==> config.mk <==
export PLATFORM = sky130hd
export DESIGN_NAME = mbp_port
export DESIGN_NICKNAME = d
export VERILOG_FILES = /design/src/logic/mbp_pkg.sv /design/src/logic/mbp_port.sv
export SDC_FILE = /design/constraint.sdc
export NUM_CORES = 1
export LEC_CHECK = 0
export BUFFER_PORTS_ARGS = -buffer_cell sky130_fd_sc_hd__buf_2
export CELL_PAD_IN_SITES_DETAIL_PLACEMENT = 0
export CELL_PAD_IN_SITES_GLOBAL_PLACEMENT = 1
export CORE_UTILIZATION = 29
export CTS_BUF_LIST = sky130_fd_sc_hd__clkbuf_16
export CTS_CLUSTER_DIAMETER = 40
export DETAILED_ROUTE_END_ITERATION = 12
export PLACE_DENSITY = 0.63
export SLEW_MARGIN = 30
export SYNTH_ARGS = -nofsm -noshare
export SYNTH_HDL_FRONTEND = slang
export SYNTH_SLANG_ARGS = --single-unit
==> constraint.sdc <==
create_clock -name sys_clk -period 7.17 [get_ports sys_clk]
set_clock_uncertainty 0.05 [all_clocks]
set_input_delay 1.434 -clock sys_clk [delete_from_list [all_inputs] [get_ports sys_clk]]
set_output_delay 1.434 -clock sys_clk [all_outputs]
set_load 0.05 [all_outputs]
==> src/logic/mbp_pkg.sv <==
// package: constants and carrier types for the processor bus port
package mbp_pkg;
  localparam int          MBP_AW        = 5;
  localparam int          MBP_DW        = 8;
  localparam logic [4:0]  MBP_FIFO_REG  = 5'h0c;
  localparam int          MBP_EN_HOST   = 0;
  localparam int          MBP_EN_FRDY   = 2;
  localparam logic [7:0]  MBP_RD_RST    = 8'h00;
  localparam logic [4:0]  MBP_ADDR_RST  = 5'h00;

  typedef enum logic [1:0] {
    MBP_IDLE = 2'b00,
    MBP_ACT  = 2'b01,
    MBP_HOLD = 2'b11
  } mbp_state_e;

  typedef struct packed {
    logic       write;
    logic       wide;
    logic [4:0] addr;
    logic [7:0] data;
  } mbp_req_s;
endpackage

==> src/logic/mbp_port.sv <==
// processor bus port with strobe decode, fifo override and handshake pins
`timescale 1ns/1ps
// Function
// - separate-strobe mode latches muxed address on address strobe falling edge
// - separate-strobe mode honours read/write strobes only while qualifier high
// - read strobe low makes the device drive register data on the bus
// - write strobe low makes the device accept data into selected register
// - strobe-direction mode latches muxed address with active-low address strobe
// - strobe-direction mode honours data strobe only while qualifier low
// - data strobe with direction high reads, direction low writes
// - strobe style input high selects strobe-plus-direction mode
// - enable, ack, qualifier and strobe together force access to fifo port
// - wide flag open-drain, asserts on 16-bit fifo access when host enabled
// - fifo request asserts when fifo needs or holds a byte, clears on access
// - wait-ready deasserts on fifo access with no data or no room
// - address enable input overrides address bits, defaults asserted
// - active-low ack forces chip select, defaults deasserted
// - strobe style input low selects separate-strobe mode
// - mux select high takes address from bus, low uses dedicated pins
// - three polarity inputs set compare level of the upper address bits
module mbp_port
  import mbp_pkg::*;
(
  input  wire logic        sys_clk,
  input  wire logic        rst_b,
  input  wire logic        strobe_style_select,
  input  wire logic        bus_mux_select,
  input  wire logic [2:0]  sel_polarity_b,
  input  wire logic        addr_latch_strobe,
  input  wire logic        space_qualifier,
  input  wire logic        read_or_data_strobe_b,
  input  wire logic        write_or_direction,
  input  wire logic        cpu_addr_override,
  input  wire logic        cpu_ack_select_b,
  input  wire logic        wide_request,
  input  wire logic [7:0]  ad_in,
  output logic      [7:0]  ad_out,
  output logic             ad_oe,
  input  wire logic [4:0]  addr_pins,
  input  wire logic [7:0]  ad_hi_in,
  input  wire logic [1:0]  pin_enable,
  output mbp_req_s         req_data,
  output logic             req_valid,
  input  wire logic        req_ready,
  input  wire logic [7:0]  rd_data,
  input  wire logic        fifo_has_byte,
  input  wire logic        fifo_has_room,
  input  wire logic        fifo_wants_cpu,
  output logic             wide_access_flag_out,
  output logic             wide_access_flag_oe,
  output logic             host_wait_ready_out,
  output logic             host_wait_ready_oe,
  output logic             fifo_req_out,
  output logic             fifo_req_oe
);

  // ----------------------------------------------------------------
  // pin synchronisers: three stages, change counts when 2nd == 3rd
  // ----------------------------------------------------------------
  localparam int NS = 6;
  logic [NS-1:0] raw_in;
  logic [NS-1:0] s1;
  logic [NS-1:0] s2;
  logic [NS-1:0] s3;
  logic [NS-1:0] flt;
  logic [7:0]    ad_s1;
  logic [7:0]    ad_s2;

  assign raw_in = {addr_latch_strobe, space_qualifier, read_or_data_strobe_b,
                   write_or_direction, cpu_addr_override, cpu_ack_select_b};

  always_ff @(posedge sys_clk) begin
    if (!rst_b) begin
      s1  <= 6'h3f;
      s2  <= 6'h3f;
      s3  <= 6'h3f;
      flt <= 6'h3f;
    end else begin
      s1  <= raw_in;
      s2  <= s1;
      s3  <= s2;
      flt <= (s2 & s3) | (flt & (s2 ^ s3));
    end
  end

  // address and data are sampled two deep; they settle long before strobes
  always_ff @(posedge sys_clk) begin
    ad_s1 <= ad_in;
    ad_s2 <= ad_s1;
  end

  wire als      = flt[5];
  wire spq      = flt[4];
  wire rds_b    = flt[3];
  wire wrd      = flt[2];
  wire aen      = flt[1];
  wire ack_b    = flt[0];

  // ----------------------------------------------------------------
  // strobe decode by mode
  // ----------------------------------------------------------------
  logic       als_d;
  logic [4:0] addr_lat;
  wire        als_fall  = als_d & ~als;
  wire        mode_dir  = strobe_style_select;
  wire        rd_sep    = ~rds_b & spq;
  wire        wr_sep    = ~wrd & spq;
  wire        ds_ok     = ~rds_b & ~spq;
  wire        rd_dir    = ds_ok & wrd;
  wire        wr_dir    = ds_ok & ~wrd;
  wire        rd_act    = mode_dir ? rd_dir : rd_sep;
  wire        wr_act    = mode_dir ? wr_dir : wr_sep;
  wire        any_act   = rd_act | wr_act;

  // chip select: upper muxed bits xor against polarity pins
  wire [2:0]  hi_bits   = ad_hi_in[7:5];
  wire        cs_mux    = (hi_bits == ~sel_polarity_b);
  wire [4:0]  base_addr = bus_mux_select ? addr_lat : addr_pins;
  wire        cs_base   = bus_mux_select ? cs_mux : 1'b1;
  wire        spq_ok    = mode_dir ? ~spq : spq;
  wire        force_fifo = aen & ~ack_b & spq_ok & any_act;
  wire        cs        = cs_base | ~ack_b;
  wire [4:0]  eff_addr  = force_fifo ? MBP_FIFO_REG : base_addr;
  wire        fifo_hit  = any_act & cs & (eff_addr == MBP_FIFO_REG);

  always_ff @(posedge sys_clk) begin
    if (!rst_b) begin
      als_d    <= 1'b1;
      addr_lat <= MBP_ADDR_RST;
    end else begin
      als_d <= als;
      // latches on falling edge; active-low strobe, same edge
      if (als_fall) begin
        addr_lat <= ad_s2[4:0];
      end
    end
  end

  // ----------------------------------------------------------------
  // access sequencer and two-entry write buffer
  // ----------------------------------------------------------------
  mbp_state_e state;
  mbp_state_e next_state;
  mbp_req_s   buf0;
  mbp_req_s   buf1;
  logic [1:0] cnt;
  logic [1:0] next_cnt;
  wire        start   = (state == MBP_IDLE) & any_act & cs;
  wire        do_push = start & wr_act & (cnt != 2'd2);
  wire        do_pop  = req_valid & req_ready;
  wire        stall   = start & wr_act & (cnt == 2'd2);
  mbp_req_s   new_req;

  assign next_cnt = cnt + {1'b0, do_push} - {1'b0, do_pop};

  assign new_req = '{write: 1'b1, wide: wide_request & fifo_hit,
                     addr: eff_addr, data: ad_s2};

  always_comb begin
    next_state = state;
    unique case (state)
      MBP_IDLE: if (start && !stall) next_state = MBP_ACT;
      MBP_ACT:  next_state = MBP_HOLD;
      MBP_HOLD: if (!any_act) next_state = MBP_IDLE;
    endcase
  end

  always_ff @(posedge sys_clk) begin
    if (!rst_b) begin
      state <= MBP_IDLE;
      cnt   <= 2'd0;
      req_valid <= 1'b0;
      buf0  <= '0;
      buf1  <= '0;
    end else begin
      state <= next_state;
      if (do_pop) begin
        buf0 <= (cnt == 2'd2 || (do_push && cnt == 2'd1)) ?
                (cnt == 2'd2 ? buf1 : new_req) : buf0;
      end else if (do_push && cnt == 2'd0) begin
        buf0 <= new_req;
      end
      if (do_push && ((cnt == 2'd1 && !do_pop) || (cnt == 2'd2 && do_pop)))
        buf1 <= new_req;
      cnt       <= next_cnt;
      req_valid <= (next_cnt != 2'd0);
    end
  end

  assign req_data  = buf0;

  // ----------------------------------------------------------------
  // read data drive and handshake pins
  // ----------------------------------------------------------------
  wire host_en = pin_enable[0];
  wire frdy_en = pin_enable[1];
  wire not_ready = fifo_hit & (rd_act ? ~fifo_has_byte : ~fifo_has_room);
  wire wide_now  = fifo_hit & wide_request;

  always_ff @(posedge sys_clk) begin
    if (!rst_b) begin
      ad_out               <= MBP_RD_RST;
      ad_oe                <= 1'b0;
      wide_access_flag_out <= 1'b0;
      wide_access_flag_oe  <= 1'b0;
      host_wait_ready_out  <= 1'b0;
      host_wait_ready_oe   <= 1'b0;
      fifo_req_out         <= 1'b0;
      fifo_req_oe          <= 1'b0;
    end else begin
      ad_out <= rd_data;
      ad_oe  <= rd_act & cs;
      wide_access_flag_oe  <= host_en & wide_now;
      host_wait_ready_oe   <= host_en & (not_ready | stall);
      fifo_req_oe          <= frdy_en;
      if (fifo_hit)
        fifo_req_out <= 1'b0;
      else
        fifo_req_out <= frdy_en & fifo_wants_cpu;
    end
  end

endmodule

==> results of run 1 <==
==> state kept, by name, summed over array words and instances, names as in the netlist, 2 cells and up <==
| register | cells |
|---|---|
| ad_s2 | 8 |
| addr_lat | 5 |
| ad_out | 8 |
| ad_s1 | 8 |
| s1 | 6 |
| s2 | 6 |
| s3 | 6 |
| flt | 6 |
| req_data | 15 |
| cnt | 2 |
| buf1 | 15 |
| state | 2 |
==> how the worst max path moves through the flow <==
| stage | slack, ns | endpoint |
|---|---|---|
| after floorplan | 3.74 | req_valid |
| after global placement | 3.48 | req_valid |
| after detailed placement | 3.42 | req_valid |
| after CTS | 3.78 | req_valid |
| after global routing | 3.70 | req_valid |
| final | 3.79 | req_valid |
==> metal layers <==
metal | vias to the layer above | part of all wire | GRT usage
met5 | - | 0 | 0
met4 | 0 | 0.019 | 0.0640
met3 | 11 | 0.037 | 0.0305
met2 | 42 | 0.45 | 0.188
met1 | 1144 | 0.49 | 0.155
li1 | 1255 | - | -
==> metrics by stage <==
step | worst slack (ns) | hold slack [ns] | instances | power (mW) | instance area (um2)
after floorplan | 3.74 | 0.260 | 330 | 0.678 | 3560
after global placement | 3.48 | 0.262 | 530 | 0.708 | 3960
after detailed placement | 3.42 | 0.265 | 530 | 0.710 | 3960
after CTS | 3.78 | 0.279 | 546 | 1.20 | 4270
after global routing | 3.70 | 0.288 | 546 | 1.24 | 4270
final | 3.79 | 0.276 | 546 | 1.19 | 4270
==> final cells by class <==
cell class,instances,area [um2],area share
clock buffer,9,225,0.0528
inverter,2,7.51,0.00176
tap,147,184,0.0431
multi-input combinational,213,1510,0.354
clock inverter,7,81.3,0.0191
sequential,94,1880,0.441
timing repair buffer,74,375,0.0880
==> kinds of logic after synthesis <==
kind of cell,count (synthesis),synth area share
simple gates,131,0.194
flops,94,0.528
buf+inv,23,0.0509
mux,24,0.0675
fa+ha+maj,8,0.0281
xor+xnor,4,0.00984
other cells,1,0.00105
compound gates,44,0.120
==> synthesized netlist by cell type, types with 7 or more instances <==
library cell	instances	area, um2
a211o_1	7	61.3
dfxtp_1	94	1880
a21oi_1	10	50.1
ha_1	8	100
nor2_1	29	109
nor3_1	13	65.1
nand2b_1	22	138
clkbuf_1	7	26.3
a311oi_2	9	135
and2_1	11	68.8
mux2i_1	24	240
nand2_1	31	116
==> power breakdown <==
| group | total [mW] | switching, mW | internal, mW |
|---|---|---|---|
| sequential | 0.560 | 0.0131 | 0.547 |
| clock | 0.491 | 0.191 | 0.300 |
| combinational | 0.137 | 0.0878 | 0.0495 |
==> impl_metrics.yaml, run 1 <==
detailed_routing:
  wl_per_cell_um: 12.9
  remaining_drc_errors: 0
  avgViaCountPerCell: 4.49
  first_pass_iters: 4
  num_vias: 2452
  ant_nets: 0
  drtIter0Drc: 76
  drt-total-wl_um: 7050
timing:
  maxSlewHeadroom: 0.572
  hold_viol_final: 0
  setup_viol: 0
  setup-tns-final_ns: 0
  fin_crit_sh: 0.471
  finalCriticalPeriod_ns: 3.38
  rsz0062_at_grt: "false"
  max_freq_mhz: 296
  tightest_slew_ns: 0.641
  slew_viol_final: 0
critical_path:
  reg2reg_from: "state[1]"
  ff2ff_path_depth: 10
  path_delay_family: "simple AND/OR/NAND/NOR gates"
  critPathKind: "input pin to flip-flop"
  path_depth: 11
  cp.required_ns: 7.34
  r2r-end: "req_valid"
  crit_path_start_kind: "input pin"
  max_stage_delay_ns: 0.42
  crit_chain: "buf_2 > xor2_1 > a31oi_4 > or3_1 > ha_1 > inv_1 > ha_1 > xor2_1 > and2_1 > nor3_1 > or2_2"
  worst-endpoint-arrival_ns: 3.55
  end_kind: "flip-flop"
  reg2reg_slack_ns: 4.69
  critPathMaxFanout: 8
  cp_num_buf_inv: 2
  cp-startpoint: "sel_polarity_b[1]"
  slowest_stage: "or3_1"
clock_network:
  cts_root_buf: "clkbuf_16"
  clkTransAtPathRegs_ns: 0.06
  cts.sinks: 94
  clockBufferDepth: 2
  cts_resized: 0
  cts.htree.levels: 3
  cts_tree: "yes"
  clk_latency_ns: 0.34
  ctsHoldBuffers: 0
  cts_buffers: 9
  cts_setup_buffers: 0
logic_synthesis:
  seq_area_frac_synth: 0.528
  syn_area_per_cell_um2: 10.8
  ys_ff_latch: 94
  ys_types: 53
  postSynthCellCount: 329
  syn_area_um2: 3560
  synth_edf_count: 0
  yosys_warnings: 0
  synth_ff_type: "dfxtp_1"
  synthArstFlopShare: 0
power_and_ir_drop:
  vdd_ir_drop_max_uv: 150
  cellLeakagePower_nw: 1.80
  power_density_nw_per_um2: 279
floorplan:
  die_y_um: 113
  core_um2: 12000
  start_util: 0.296
  num_rows: 40
  die_area_um2: 12700
  die_x_um: 113
  ios: 80
finish:
  n_antenna_cell: 0
  final_nets: 451
  mostFrequentLayoutCells: "94 x dfxtp_1, 72 x buf_2, 31 x nand2_1, 29 x nor2_1, 24 x mux2i_1"
  final_util: 0.355
  area_growth_pct: 19.8
  layout-drive-gt1-share: 0.283
  fillers: 1224
  final_common_cell: "dfxtp_1"
outcome:
  status: "finished, final reports clean"
worst_hold_path:
  holdPathStages: 0
  worstHoldStart: "ad_s1[5]"
  holdPathEnd: "ad_s2[5]"
  hp-class: "flip-flop to flip-flop"
placement:
  gp_congestion: 0.705
  hpwl_um: 4860
  port_buffers: 72
global_route:
  grt_max_degree: 38
  grt_first_pass_wirelength_um: 11900
  grt_antenna_before_repair: 0
  gr-usage-all-layers: 0.121
  grt-ovfl-total: 0
  grt_pass1_vias: 2457
flow_run:
  maxCapViolCount: 0
(Power assumes the default switching activity.)
==> run 2, diff against run 1 <==
Settings changed: PLACE_DENSITY 0.63 to 0.65.
Clock period 7.17 ns to 2.95 ns, I/O delays scaled along.
==> impl_metrics.yaml, run 2 (same netlist as run 1, synthesis figures left out) <==
power_and_ir_drop:
  clkPwrFrac: 0.396
  cellLeakagePower_nw: 1.80
  internal_power_mw: 2.10
  p_total_mw: 2.81
  p_comb_frac: 0.120
  power_density_nw_per_um2: 658
  p_sw_frac: 0.255
  p_seq_frac: 0.484
  netSwitchingPower_mw: 0.716
  vdd_ir_drop_max_uv: 216
detailed_routing:
  drtIter0Drc: 71
  avgViaCountPerCell: 4.51
  first_pass_iters: 4
  ant_nets: 0
  remaining_drc_errors: 0
  drt-total-wl_um: 7050
  num_vias: 2483
  wl_per_cell_um: 12.8
clock_network:
  cts_root_buf: "clkbuf_16"
  cts.sinks: 94
  cts_resized: 0
  clkTransAtPathRegs_ns: 0.06
  clockBufferDepth: 2
  cts_setup_buffers: 0
  cts_tree: "yes"
  ctsHoldBuffers: 0
  cts_buffers: 9
  cts.htree.levels: 3
  clk_latency_ns: 0.34
timing:
  max_freq_mhz: 413
  hold_viol_final: 0
  slew_viol_final: 0
  fin_crit_sh: 0.820
  setup_ws_ns: 0.530
  maxSlewHeadroom: 0.656
  setup-tns-final_ns: 0
  setup_viol: 0
  tightest_slew_ns: 0.516
  rsz0062_at_grt: "false"
  finalCriticalPeriod_ns: 2.42
finish:
  postLayoutCellArea_um2: 4270
  area_growth_pct: 20.0
  mostFrequentLayoutCells: "94 x dfxtp_1, 72 x buf_2, 31 x nand2_1, 29 x nor2_1, 24 x mux2i_1"
  ff_latch_area_um2: 1880
  n_antenna_cell: 0
  final_common_cell: "dfxtp_1"
  layout-drive-gt1-share: 0.288
  final_util: 0.356
  final_nets: 455
  fillers: 1225
  multiInputGateArea_um2: 1510
critical_path:
  ff2ff_path_depth: 10
  cp-startpoint: "sel_polarity_b[0]"
  critPathKind: "input pin to flip-flop"
  cp.required_ns: 3.13
  end_kind: "flip-flop"
  crit_end: "req_valid"
  critPathMaxFanout: 2
  max_stage_delay_ns: 0.39
  crit_chain: "buf_2 > xor2_1 > a31oi_4 > or3_1 > ha_1 > inv_1 > ha_1 > xor2_1 > and2_1 > nor3_1 > or2_2"
  r2r-end: "req_valid"
  reg2reg_from: "state[1]"
  slowest_stage: "or3_1"
  worst-endpoint-arrival_ns: 2.60
  reg2reg_slack_ns: 0.53
  crit_path_start_kind: "input pin"
flow_run:
  maxCapViolCount: 0
global_route:
  grt_first_pass_wirelength_um: 11500
  gr-usage-all-layers: 0.119
  grt_pass1_vias: 2316
  grt_antenna_before_repair: 1
  grt-ovfl-total: 0
  grt_max_degree: 37
placement:
  placed_area_um2: 3990
  gp_congestion: 0.791
  hpwl_um: 4910
  port_buffers: 72
  pre_cts_slack_ns: 0.166
worst_hold_path:
  hp-class: "flip-flop to flip-flop"
floorplan:
  core_um2: 12000
  die_y_um: 113
  die_x_um: 113
  num_rows: 40
  start_util: 0.296
  die_area_um2: 12700
  ios: 80
outcome:
  status: "finished, final reports clean"
[run 2: cell count changes in the layout (fill, tap and decap cells not counted)]
cell	delta
buf_4	+4
bufinv_16	-1
clkinv_1	+1
clkinv_2	-1
clkinvlp_4	+1
[run 2: final cells by class]
cell class              instances  share of cell area
clock buffers                   9              0.0527
inverters                       2             0.00176
multi-input cells             213               0.354
flip-flops and latches         94               0.441
well taps                     147              0.0431
repair buffers                 78              0.0949
clock inverters                 7              0.0135
[run 2: per-stage QoR]
step | std cells | hold WS, ns
after detailed placement | 534 | 0.264
after CTS | 550 | 0.277
final | 550 | 0.277
after global placement | 534 | 0.262
after floorplan | 330 | 0.260
after global routing | 550 | 0.282
[run 2: power groups by stage]
stage	registers, mW	logic, mW	clock network (mW)
final	1.36	0.339	1.11
after global routing	1.37	0.368	1.21
after CTS	1.36	0.343	1.15
after detailed placement	1.39	0.343	0
after global placement	1.39	0.336	0
after floorplan	1.46	0.184	0
[run 2: how the worst min path moves through the flow]
stage | start | endpoint | slack [ns] | cells past startpoint
4_1_cts | ad_s1[4] | ad_s2[4] | 0.28 | 0
3_5_place_dp | ad_s1[4] | ad_s2[4] | 0.26 | 0
3_3_place_gp | ad_s1[6] | ad_s2[6] | 0.26 | 0
5_1_grt | ad_s1[6] | ad_s2[6] | 0.28 | 0
2_1_floorplan | ad_s1[0] | ad_s2[0] | 0.26 | 0
6_report | ad_s1[4] | ad_s2[4] | 0.28 | 0
[run 2: routing by layer]
layer,up-vias,wire (um),track usage
li1,1262,-,-
met1,1153,3360,0.150
met2,53,3180,0.185
met3,13,366,0.0428
met4,2,133,0.0516
met5,-,13,0
[run 2: critical path, delay by kind of cell]
family / cells / cell delay, ns
xor gates and xnor gates: 2 / 0.40
buffers and inverters: 2 / 0.14
AOI/OAI and AO/OA: 1 / 0.13
and+or+nand+nor: 4 / 0.88
adders and majority gates: 2 / 0.46
==> run 3, diff against run 2 <==
Settings changed: PLACE_DENSITY 0.65 to 0.63.
Clock period 2.95 ns to 2.41 ns, I/O delays scaled along.
==> impl_metrics.yaml, run 3 (same netlist as run 1, synthesis figures left out) <==
detailed_routing:
  first_pass_iters: 8
  wl_per_cell_um: 12.8
  drtIter0Drc: 94
  ant_nets: 0
  num_vias: 2519
  drt-total-wl_um: 7180
  avgViaCountPerCell: 4.51
  remaining_drc_errors: 1
critical_path:
  worst-endpoint-arrival_ns: 2.46
  critPathMaxFanout: 4
  crit_path_start_kind: "flip-flop"
  critPathKind: "flip-flop to flip-flop"
  cp.required_ns: 2.59
  end_kind: "flip-flop"
finish:
  final_nets: 464
  layout-drive-gt1-share: 0.328
  postLayoutCellArea_um2: 4430
  final_common_cell: "dfxtp_1"
  n_antenna_cell: 0
  fillers: 1223
  final_util: 0.369
  mostFrequentLayoutCells: "92 x dfxtp_1, 72 x buf_2, 31 x nand2_1, 29 x nor2_1, 24 x mux2i_1"
  area_growth_pct: 24.4
timing:
  whs_ns: 0.193
  finalCriticalPeriod_ns: 2.28
  maxSlewHeadroom: 0.604
  rsz0062_at_grt: "false"
  fin_crit_sh: 0.945
  max_freq_mhz: 439
  tightest_slew_ns: 0.594
  setup_viol: 0
  slew_viol_final: 0
  hold_viol_final: 0
outcome:
  violations: "design-rule violations"
  status: "finished with violations"
floorplan:
  die_area_um2: 12700
  die_y_um: 113
  ios: 80
  die_x_um: 113
  num_rows: 40
  core_um2: 12000
  start_util: 0.296
global_route:
  grt_pass1_vias: 2403
  grt-ovfl-total: 0
  grt_max_degree: 37
  grt_first_pass_wirelength_um: 11800
  gr-usage-all-layers: 0.121
  grt_antenna_before_repair: 0
placement:
  hpwl_um: 5040
  gp_congestion: 0.723
  placed_area_um2: 4100
  port_buffers: 72
clock_network:
  clkTransAtPathRegs_ns: 0.06
  cts_root_buf: "clkbuf_16"
  clk_latency_ns: 0.34
  cts.htree.levels: 3
  cts_buffers: 9
  clockBufferDepth: 2
  cts.sinks: 94
  cts_tree: "yes"
  cts_setup_buffers: 0
flow_run:
  maxCapViolCount: 0
power_and_ir_drop:
  power_density_nw_per_um2: 803
  cellLeakagePower_nw: 1.88
  p_total_mw: 3.56
  vdd_ir_drop_max_uv: 338
worst_hold_path:
  hp-class: "input pin to flip-flop"
-- run 3: changes by cell type in the layout (fill, tap and decap cells not counted), moves of 2 or more --
| cell | before | now |
|---|---|---|
| buf_4 | 6 | 15 |
| xor2_1 | 4 | 1 |
| dfxtp_1 | 94 | 92 |
| nor3_1 | 13 | 11 |
| xor2_2 | 0 | 2 |
-- run 3: final timing paths --
kind,cells past startpoint,slack [ns],start,endpoint
max,10,0.13,state[1],req_valid
min,1,0.19,ad_in[2],ad_s1[2]
max reg2reg,10,0.13,state[1],req_valid
min reg2reg,0,0.27,ad_s1[3],ad_s2[3]
-- run 3: layer usage --
metal,vias up,GRT usage,wire length [um]
met5,-,0,0
met3,9,0.0407,404
met4,0,0.0613,127
li1,1280,-,-
met1,1177,0.150,3490
met2,53,0.187,3160
-- run 3: cell type report --
| class | instances | area [um2] | share of cell area |
|---|---|---|---|
| multi-input combinational | 213 | 1570 | 0.355 |
| clock buffer | 9 | 225 | 0.0508 |
| sequential | 94 | 1890 | 0.426 |
| tap | 147 | 184 | 0.0415 |
| timing repair buffer | 87 | 473 | 0.107 |
| inverter | 2 | 7.51 | 0.00169 |
| clock inverter | 7 | 81.3 | 0.0184 |
-- run 3: report_power, final --
| part | internal (mW) | switching (mW) |
|---|---|---|
| Combinational | 0.169 | 0.272 |
| Clock | 0.893 | 0.558 |
| Sequential | 1.63 | 0.0402 |
| Total | 2.69 | 0.870 |
-- run 3: per-stage QoR --
step,worst slack [ns],TNS (ns),cells
2_1_floorplan,0.0221,0,330
3_3_place_gp,-0.0995,-0.0995,543
3_5_place_dp,-0.137,-0.137,543
4_1_cts,0.0388,0,559
5_1_grt,0.0000882,0,559
6_report,0.133,0,559
-- run 3: critical path, cell delays in order, from the launching register on --
cell	delay, ns
dfxtp_1	0.35
nor3_4	0.22
o21ai_4	0.08
or3_1	0.35
ha_1	0.29
inv_1	0.06
ha_2	0.16
xor2_1	0.16
and2_1	0.16
nor3_2	0.05
or2_4	0.24
-- run 3: repair_timing --
action	CTS	global route
hold buffers	0	0
resized for setup	0	6
endpoints found under the setup margin	0	2
